===== src/shared/wdog_pkg.sv =====
// Purpose: Shared constants and state types for the software watchdog.
// Assumes: Firmware reaches the watchdog bits through special function register writes.
// Notes:   Window and divider counts are in core clock cycles; the watchdog count is in ticks.
package wdog_pkg;

  ////////////////////////////////////////////////////////////////////////////
  // Field positions inside the special function registers
  localparam int unsigned REFRESH_BIT  = 6;  // Refresh bit in interrupt_enable_reg0
  localparam int unsigned START_BIT    = 6;  // Start bit in interrupt_enable_reg1
  localparam int unsigned TIMEOUT_BIT  = 6;  // Status bit in interrupt_priority_reg0
  localparam int unsigned PRESCALE_BIT = 7;  // Extra divider select in reload register
  localparam int unsigned RELOAD_MSB   = 6;  // Top of the seven-bit reload value

  ////////////////////////////////////////////////////////////////////////////
  // Timing and terminal values
  localparam int unsigned BASE_DIV     = 24;  // Core cycles per count, short prescale
  localparam int unsigned EXTRA_DIV    = 16;  // Additional divider factor
  localparam int unsigned PRE_W        = 9;   // Wide enough for 24 * 16 - 1
  localparam logic [3:0]  WINDOW_CYC   = 4'hC;
  localparam logic [15:0] TERMINAL     = 16'h7CFF;
  localparam logic [7:0]  RELOAD_RST   = 8'h00;
  localparam logic [15:0] COUNT_RST    = 16'h0000;

  ////////////////////////////////////////////////////////////////////////////
  // State types
  typedef enum logic {
    wdog_idle,
    wdog_run
  } wdog_mode_t;

  typedef struct packed {
    wdog_mode_t  mode;
    logic [15:0] count;
    logic        refresh;
    logic [3:0]  refresh_cnt;
    logic        start;
    logic [3:0]  start_cnt;
    logic [7:0]  reload;
    logic        timeout;
  } wdog_state_t;

  typedef struct packed {
    logic [PRE_W-1:0] cnt;
  } wdog_pre_t;

  localparam wdog_state_t STATE_RST = '0;
  localparam wdog_pre_t   PRE_RST   = '0;

endpackage


===== src/logic/wdog_prescale.sv =====
// Purpose: Divides the core clock into the watchdog count tick.
// Assumes: run_i low holds the divider cleared.
// Notes:   Period is BASE_DIV cycles, or BASE_DIV * EXTRA_DIV with long_i set.
`timescale 1ns/10ps
module wdog_prescale #(
  parameter int unsigned BASE  = wdog_pkg::BASE_DIV,
  parameter int unsigned EXTRA = wdog_pkg::EXTRA_DIV
) (
  // Clock and reset
  input  wire logic clk_i,
  input  wire logic rst_n_i,
  // Control
  input  wire logic run_i,
  input  wire logic long_i,
  // Tick out
  output logic      tick_o
);

  localparam logic [wdog_pkg::PRE_W-1:0] LIM_SHORT = wdog_pkg::PRE_W'(BASE - 1);
  localparam logic [wdog_pkg::PRE_W-1:0] LIM_LONG  = wdog_pkg::PRE_W'(BASE * EXTRA - 1);

  wdog_pkg::wdog_pre_t st;
  wdog_pkg::wdog_pre_t next_st;
  logic [wdog_pkg::PRE_W-1:0] limit;

  ////////////////////////////////////////////////////////////////////////////
  // Tick on reaching the limit; >= catches a switch to the short period
  assign limit  = long_i ? LIM_LONG : LIM_SHORT;  // [RULE11]
  assign tick_o = run_i && (st.cnt >= limit);     // [RULE1]

  // Next divider value
  always_comb begin
    next_st = st;
    if (!run_i || tick_o) begin
      next_st.cnt = '0;
    end else begin
      next_st.cnt = st.cnt + 1'b1;
    end
  end

  // Divider register
  always_ff @(posedge clk_i) begin
    if (!rst_n_i) begin
      st <= wdog_pkg::PRE_RST;
    end else begin
      st <= next_st;
    end
  end

endmodule


===== src/logic/wdog_timer.sv =====
// Purpose: Software watchdog counter with refresh window and reload register.
// Assumes: One-cycle SFR write strobes with shared write data from the core.
// Notes on behaviour
// [RULE1] 16-bit count every 24 or 384 cycles
// [RULE2] Reset clears counter, registers; watchdog idle
// [RULE3] Once running only reset stops it
// [RULE4] Start bit write starts idle watchdog
// [RULE5] Count 0x7CFF raises status and reset request
// [RULE6] Status drops on reset or count change
// [RULE7] Firmware sets start within 12 after refresh
// [RULE8] Start during refresh reloads; refresh bit clears
// [RULE9] Refresh bit self-clears 12 cycles after set
// [RULE10] Start bit self-clears 12 cycles after set
// [RULE11] Reload bit 7 adds divide-by-16 prescaler
// [RULE12] Reload bits 6-0 load counter high byte
// [RULE13] Reload register readable, writable any time
// [RULE14] Status readable as priority register bit 6
// [RULE15] Refresh clears low byte and counter MSB
`timescale 1ns/10ps
module wdog_timer (
  // Clock and reset
  input  wire logic        clk_i,
  input  wire logic        rst_n_i,
  // Special function register writes
  input  wire logic        interrupt_enable_reg0_wr_i,
  input  wire logic        interrupt_enable_one_wr_i,
  input  wire logic        reload_wr_i,
  input  wire logic [7:0]  sfr_wdata_i,
  // Register read-back
  output logic             watchdog_refresh_bit_o,
  output logic             watchdog_start_bit_o,
  output logic             watchdog_timeout_status_o,
  output logic [7:0]       watchdog_reload_reg_o,
  output logic [15:0]      count_o,
  // Reset request to the system
  output logic             reset_request_o
);

  wdog_pkg::wdog_state_t st;
  wdog_pkg::wdog_state_t next_st;
  logic                  tick;
  logic                  refresh_evt;
  logic                  start_evt;
  logic                  running;

  ////////////////////////////////////////////////////////////////////////////
  // Write decode; a zero written to either bit is ignored
  assign refresh_evt = interrupt_enable_reg0_wr_i && sfr_wdata_i[wdog_pkg::REFRESH_BIT];
  assign start_evt   = interrupt_enable_one_wr_i && sfr_wdata_i[wdog_pkg::START_BIT];
  assign running     = (st.mode == wdog_pkg::wdog_run);

  // Count tick, divider held clear while idle
  wdog_prescale u_pre (
    .clk_i   (clk_i),
    .rst_n_i (rst_n_i),
    .run_i   (running),
    .long_i  (st.reload[wdog_pkg::PRESCALE_BIT]),  // [RULE11]
    .tick_o  (tick)
  );

  ////////////////////////////////////////////////////////////////////////////
  // Next state
  always_comb begin
    next_st = st;
    // Window timers run down and drop their bits
    if (st.refresh) begin
      if (st.refresh_cnt == 4'h1) begin
        next_st.refresh = 1'b0;                      // [RULE9]
      end else begin
        next_st.refresh_cnt = st.refresh_cnt - 1'b1;
      end
    end
    if (st.start) begin
      if (st.start_cnt == 4'h1) begin
        next_st.start = 1'b0;                        // [RULE10]
      end else begin
        next_st.start_cnt = st.start_cnt - 1'b1;
      end
    end
    if (refresh_evt) begin
      next_st.refresh     = 1'b1;
      next_st.refresh_cnt = wdog_pkg::WINDOW_CYC;
    end
    // Counting; a reload beats a tick in the same cycle
    if (running && tick) begin
      next_st.count = st.count + 1'b1;               // [RULE1]
    end
    if (start_evt) begin
      next_st.start     = 1'b1;
      next_st.start_cnt = wdog_pkg::WINDOW_CYC;
      // No path back to idle exists other than reset
      next_st.mode = wdog_pkg::wdog_run;             // [RULE4] [RULE3]
      if (st.refresh) begin
        // Relies on firmware pairing the two writes inside the window
        next_st.count   = {1'b0, st.reload[wdog_pkg::RELOAD_MSB:0], 8'h00}; // [RULE8] [RULE12] [RULE15] [RULE7]
        next_st.refresh = 1'b0;                      // [RULE8]
      end
    end
    if (reload_wr_i) begin
      next_st.reload = sfr_wdata_i;                  // [RULE13]
    end
    // Registered status follows the next count, so it tracks it exactly
    next_st.timeout = (next_st.mode == wdog_pkg::wdog_run) &&
                      (next_st.count == wdog_pkg::TERMINAL); // [RULE5] [RULE6]
  end

  // State register
  always_ff @(posedge clk_i) begin
    if (!rst_n_i) begin
      st <= wdog_pkg::STATE_RST;                     // [RULE2]
    end else begin
      st <= next_st;
    end
  end

  ////////////////////////////////////////////////////////////////////////////
  // Outputs, all straight from the state register
  assign watchdog_refresh_bit_o    = st.refresh;
  assign watchdog_start_bit_o      = st.start;
  assign watchdog_timeout_status_o = st.timeout;     // [RULE14]
  assign watchdog_reload_reg_o     = st.reload;      // [RULE13]
  assign count_o                   = st.count;
  assign reset_request_o           = st.timeout;     // [RULE5]

  ////////////////////////////////////////////////////////////////////////////
  // Helper counters for the checks below
  logic [3:0] refresh_age;
  logic [3:0] start_age;
  logic [8:0] tick_gap;
  logic       sel_moved;

  always_ff @(posedge clk_i) begin
    if (!rst_n_i) begin
      refresh_age <= '0;
      start_age   <= '0;
      tick_gap    <= '0;
      sel_moved   <= 1'b1;
    end else begin
      refresh_age <= refresh_evt ? 4'h0 : refresh_age + 1'b1;
      start_age   <= start_evt ? 4'h0 : start_age + 1'b1;
      tick_gap    <= (tick || !running) ? 9'h000 : tick_gap + 1'b1;
      if (tick || !running) begin
        sel_moved <= 1'b0;
      end else if (next_st.reload[7] != st.reload[7]) begin
        sel_moved <= 1'b1;
      end
    end
  end

  // Reset clears every field of the state register
  property p_reset;
    @(posedge clk_i) !rst_n_i |=> (st == wdog_pkg::STATE_RST);
  endproperty
  a_reset: assert property (p_reset) else $error("state not cleared by reset"); // [RULE2]

  // Running never returns to idle without reset
  property p_no_stop;
    @(posedge clk_i) disable iff (!rst_n_i) running |=> running;
  endproperty
  a_no_stop: assert property (p_no_stop) else $error("watchdog stopped"); // [RULE3]

  // Start write wakes an idle watchdog
  property p_start;
    @(posedge clk_i) disable iff (!rst_n_i) (!running && start_evt) |=> running;
  endproperty
  a_start: assert property (p_start) else $error("start did not run"); // [RULE4]

  // Status and reset request exactly at the terminal count
  property p_timeout;
    @(posedge clk_i) disable iff (!rst_n_i)
      reset_request_o == (running && count_o == 16'h7CFF) &&
      watchdog_timeout_status_o == reset_request_o;
  endproperty
  a_timeout: assert property (p_timeout) else $error("timeout status wrong"); // [RULE5]

  // Status falls once the count moves on
  property p_deassert;
    @(posedge clk_i) disable iff (!rst_n_i)
      watchdog_timeout_status_o ##1 (count_o != $past(count_o)) |-> !watchdog_timeout_status_o;
  endproperty
  a_deassert: assert property (p_deassert) else $error("status held after change"); // [RULE6]

  // Refresh pair reloads the high byte and clears the refresh bit
  property p_reload_load;
    @(posedge clk_i) disable iff (!rst_n_i)
      (start_evt && watchdog_refresh_bit_o && !refresh_evt) |=>
      count_o == {1'b0, $past(watchdog_reload_reg_o[6:0]), 8'h00} && !watchdog_refresh_bit_o;
  endproperty
  a_reload_load: assert property (p_reload_load) else $error("refresh load wrong"); // [RULE8]

  // Refresh bit lives exactly twelve cycles unless consumed
  property p_refresh_life;
    @(posedge clk_i) disable iff (!rst_n_i)
      ($fell(watchdog_refresh_bit_o) && !$past(start_evt)) |-> ($past(refresh_age) == 4'd11);
  endproperty
  a_refresh_life: assert property (p_refresh_life) else $error("refresh bit life"); // [RULE9]

  // Start bit lives exactly twelve cycles; it is never consumed early
  property p_start_life;
    @(posedge clk_i) disable iff (!rst_n_i)
      (watchdog_start_bit_o |-> (start_age <= 4'd11)) and
      ($fell(watchdog_start_bit_o) |-> ($past(start_age) == 4'd11));
  endproperty
  a_start_life: assert property (p_start_life) else $error("start bit too long"); // [RULE10]

  // Tick spacing follows the prescale select
  property p_tick_gap;
    @(posedge clk_i) disable iff (!rst_n_i)
      (tick && !sel_moved) |-> (tick_gap == (st.reload[7] ? 9'd383 : 9'd23));
  endproperty
  a_tick_gap: assert property (p_tick_gap) else $error("tick spacing wrong"); // [RULE11]

  // Reload writes land at any time
  property p_reload_wr;
    @(posedge clk_i) disable iff (!rst_n_i)
      reload_wr_i |=> watchdog_reload_reg_o == $past(sfr_wdata_i);
  endproperty
  a_reload_wr: assert property (p_reload_wr) else $error("reload write lost"); // [RULE13]

endmodule


===== config.mk =====
export PLATFORM = sky130hd
export DESIGN_NAME = wdog_timer
export DESIGN_NICKNAME = d
export VERILOG_FILES = /design/src/shared/wdog_pkg.sv /design/src/logic/wdog_prescale.sv /design/src/logic/wdog_timer.sv
export SDC_FILE = /design/constraint.sdc
export NUM_CORES = 1
export LEC_CHECK = 0
export BUFFER_PORTS_ARGS = -buffer_cell sky130_fd_sc_hd__buf_4
export CORE_ASPECT_RATIO = 2
export CORE_UTILIZATION = 55
export CTS_BUF_LIST = sky130_fd_sc_hd__clkbuf_4
export DETAILED_ROUTE_END_ITERATION = 12
export GPL_ROUTABILITY_DRIVEN = 1
export PLACE_DENSITY = 0.87
export SLEW_MARGIN = 20
export SYNTH_ARGS = -nofsm -noshare
export SYNTH_HDL_FRONTEND = slang
export SYNTH_SLANG_ARGS = --single-unit

===== constraint.sdc =====
create_clock -name clk_i -period 7.85 [get_ports clk_i]
set_clock_uncertainty 0.2 [all_clocks]
set_input_delay 1.57 -clock clk_i [delete_from_list [all_inputs] [get_ports clk_i]]
set_output_delay 1.57 -clock clk_i [all_outputs]
set_load 0.1 [all_outputs]

[Word-level counts from Yosys, hierarchy flattened]
Cells that the tools add are included.
Storage, ports and cells
  flip-flop bits (word level): 45
  output and inout port bits: 28
  word-level logic and storage cells: 52
Cells by class
  $add $sub $neg: 4
  magnitude comparators: 1
  equality and inequality tests: 5
  mux-type cells: 12
  bitwise operators: 3
  reductions and logical operators: 16
Operators by type and width (number)
  $mux W5: 4
  $mux W18: 1
  $mux W17: 1
  $add A16 B1 Y16 const B: 1
  $eq A16 B15 Y1 const B: 1
  $mux W16: 1
  $add A9 B1 Y9 const B: 1
  $ge A9 B9 Y1: 1
  $mux W9: 1
  $eq A4 B1 Y1 const B: 2
  $mux W4: 2
  $reduce_and A2 Y1: 4
  $sub A4 B1 Y4 const B: 2
  $reduce_or A2 Y1: 3
  $logic_and A1 B1 Y1: 5
  $ne A2 B2 Y1 const B: 2
  $reduce_bool A2 Y1: 2
  $not A1 Y1: 3
  $mux W1: 2
  $logic_not A1 Y1: 1
  $logic_or A1 B1 Y1: 1

[Depth between registers and ports, before layout]
  depth in word-level cells: 9
  depth in mapped cells: 10
  gate-level depth less buffers: 10

[Hierarchy]
A second synthesis with hierarchy kept.
Unflattened totals
  cell total of the unflattened synthesis: 298
  area, all modules: 2551.2 um2
By module, submodules not included
  wdog_timer: instances 1, cells each 246, area each 2057.0 um2, sequential area each 720.7 um2
  wdog_prescale: instances 1, cells each 52, area each 494.2 um2, sequential area each 180.2 um2

[Least setup slack after synthesis]
OpenSTA, ideal clock, no wires.
  path kind: input-to-reg
  start: input port rst_n_i
  end: register st, in the netlist reset_request_o
  data arrival time: 2978 ps
  data required time: 7589 ps
  slack: 4611 ps
  stages on the path: 8
  buffers on the path: 1
  cell sequence: clkbuf_1 -> clkinv_1 -> a21oi_1 -> nand4_1 -> a211oi_1 -> o311ai_0 -> a2111oi_1 -> and4_1
RTL lines
  start: declaration: RTL line wdog_timer.sv:23  | input wire logic rst_n_i,
  end signal: assignment: RTL line wdog_timer.sv:110  | st <= wdog_pkg::STATE_RST;
  end signal: assignment: RTL line wdog_timer.sv:112  | st <= next_st;
  end: declaration: RTL line wdog_timer.sv:39  | wdog_pkg::wdog_state_t st;

==> qor.csv <==
metric,value,unit
grt_pass1_vias,1870,
cts_tree,built,
post_drt_wl_per_cell,13.8,um
hold_path.class,register to register,
max_slew_margin,67.3,%
drc,0,
syn_nets,311,
syn_to_final_growth,8.41,%
rsz0062_at_grt,no,
grt_max_degree,18,
drt_wl_total,4.93,mm
hpwl,3.86,mm
rows,33,
max_freq,310,MHz
drt_iter0_markers,34,
clkLatencyLatePin,0.36,ns
finalCritPeriodShare,41.1,%
clkTransAtPathRegs,0.13,ns
die_h,95.9,um
async_flop_share,0,%
multi_input_area,1270,um^2
synth_edf_count,0,
cp-end-kind,register,
synth_seq_area_share,37.1,%
htreeDepth,2,
cpMaxStageDelayCell,clkinv_1,
syn_area,2430,um^2
drt_first_pass_iters,6,
hold_viol,0,
vdd_drop_max,0.106,mV
crit_path_start,rst_n_i,
outcome,finished clean,
start_util,58.2,%
total_leakage_power,1.08,nW
worstReg2RegStart,watchdog_reload_reg_o[7],
antenna_cells,0,
num_vias,1998,
grt_pass1_wl,8.00,mm
grt.overflow.total,0,
power,428,uW
place_congestion,0.905,
n_fill_cell,374,
cp_top_family,compound AO/OA/AOI/OAI gates,
pwr_density_cell,163,nW/um^2
rrSetupSlack,4.78,ns
via_per_inst,5.61,
crit_path_start_kind,primary input,
fin_crit,3.23,ns
synth_area_leaders,"dfxtp_1 37%, buf_4 7.7%, nor2_1 6.7%, ha_1 5.2%, xnor2_1 4.3%",
ys_ff_latch,45,
yosysTopAreaCell,dfxtp_1,
worstPathMaxFanout,17,
hold_buffers,0,
coreArea,4170,um^2
yosysTopAreaCellShare,37.1,%
worst_pin_slew,0.490,ns
die_area,4700,um^2
io_pins,41,
synth.most_common_cell,dfxtp_1,
track_usage,22.2,%
ys.warnings.count,0,
min_from,u_pre.st[0],
clock-sinks,45,
synth_common_cells,"45 x dfxtp_1, 43 x nor2_1, 25 x buf_4, 25 x nand2_1, 16 x a21oi_1",
die_w,49.0,um
fin_nets,327,
crit_path_cell_trace,buf_4 -> clkinv_1 -> a21oi_1 -> nand4_1 -> a211oi_1 -> o311ai_0 -> a2111oi_1 -> and4_1,
worstPathArrival,3.34,ns
antenna_found_initial,0,
postCtsSetupBuffers,0,
worstPathRequired,7.96,ns
ys_types,38,
ys.flop_type,dfxtp_1,
setup_viol,0,
synth.avg_cell_area,8.42,um^2
maxSlewViolCount,0,
cap_violations,0,
cts_buffers,5,
critPathMaxStageDelay,0.36,ns
clock_tree.root_cell,clkbuf_4,
final_layout_size_suffix_gt1_share,17.4,%
cts.path.max_buffers,2,
path_buf_inv,2,
port_buffers,40,
tns,0,ns
cts_resized,0,
final_antenna_net_count,0,
seqCellArea,901,um^2
syn_inst,288,
critical_path_class,primary input to register,
flip-flops by register name, summed over array words and instances (netlist names):
signal	flops
watchdog_refresh_bit_o	1
u_pre.st	9
reset_request_o	1
running	1
count_o	16
watchdog_start_bit_o	1
st	8
watchdog_reload_reg_o	8
placed cells by master (no fill, tap or decap), types with 2 or more instances in the layout:
cell and n:
a211oi_1 4, inv_1 10, and2_1 7, nor3_1 3, clkinv_1 2, o21ai_0 8
a21oi_1 16, or3_1 4, dfxtp_1 45, buf_4 40, ha_1 10, xnor2_1 12
and3_2 2, nand4b_1 2, nand2_1 25, a31oi_1 3, clkbuf_4 5, nor2_1 43
xor2_1 12, and4_1 3, nand3_1 12, a211o_1 2, nand4_1 5, mux2i_1 8
and3_1 7
final timing paths:
kind                     end  cells past startpoint
max          reset_request_o                      8
min              u_pre.st[0]                      1
max reg2reg  reset_request_o                      9
min reg2reg      u_pre.st[0]                      1
final cells by class:
cell class	instances	area share, %
Sequential cell	45	34.3
Tap cell	52	2.47
Clock inverter	2	0.428
Inverter	11	1.57
Multi-Input combinational cell	201	48.4
Timing Repair Buffer	40	11.4
Clock buffer	5	1.43
per-stage QoR:
stage | setup WS (ns) | utilization (%) | hold slack (ns) | cell area (um^2) | instances
3_5_place_dp | 4.27 | 61.9 | 0.299 | 2580 | 349
6_report | 4.62 | 63.1 | 0.324 | 2630 | 356
2_1_floorplan | 4.61 | - | 0.254 | 2430 | 288
4_1_cts | 4.64 | 63.1 | 0.331 | 2630 | 356
5_1_grt | 4.32 | 63.1 | 0.373 | 2630 | 356
3_3_place_gp | 4.35 | 61.9 | 0.286 | 2580 | 349
where the power goes:
part	internal (mW)	leakage [nW]	switching, mW	total, mW
registers	0.237	0.367	0.00881	0.246
logic	0.0233	0.693	0.0524	0.0756
clock network	0.0323	0.0247	0.0744	0.107
total	0.293	1.08	0.136	0.428
cells by family after synthesis:
group	synth area share, %
simple gates	24.6
compound gates	10.8
xor+xnor	8.66
buf+inv	10.4
flops	37.1
fa+ha+maj	5.16
mux	3.30
metal layers:
| metal | wire length, um | GRT usage [%] | vias up |
|---|---|---|---|
| met5 | 0 | 0 | - |
| met4 | 124 | 11.5 | 0 |
| met3 | 196 | 3.63 | 11 |
| met2 | 2730 | 43.5 | 67 |
| met1 | 1870 | 21.9 | 927 |
| li1 | - | - | 993 |
No activity file was read; power rests on OpenSTA's default activity.
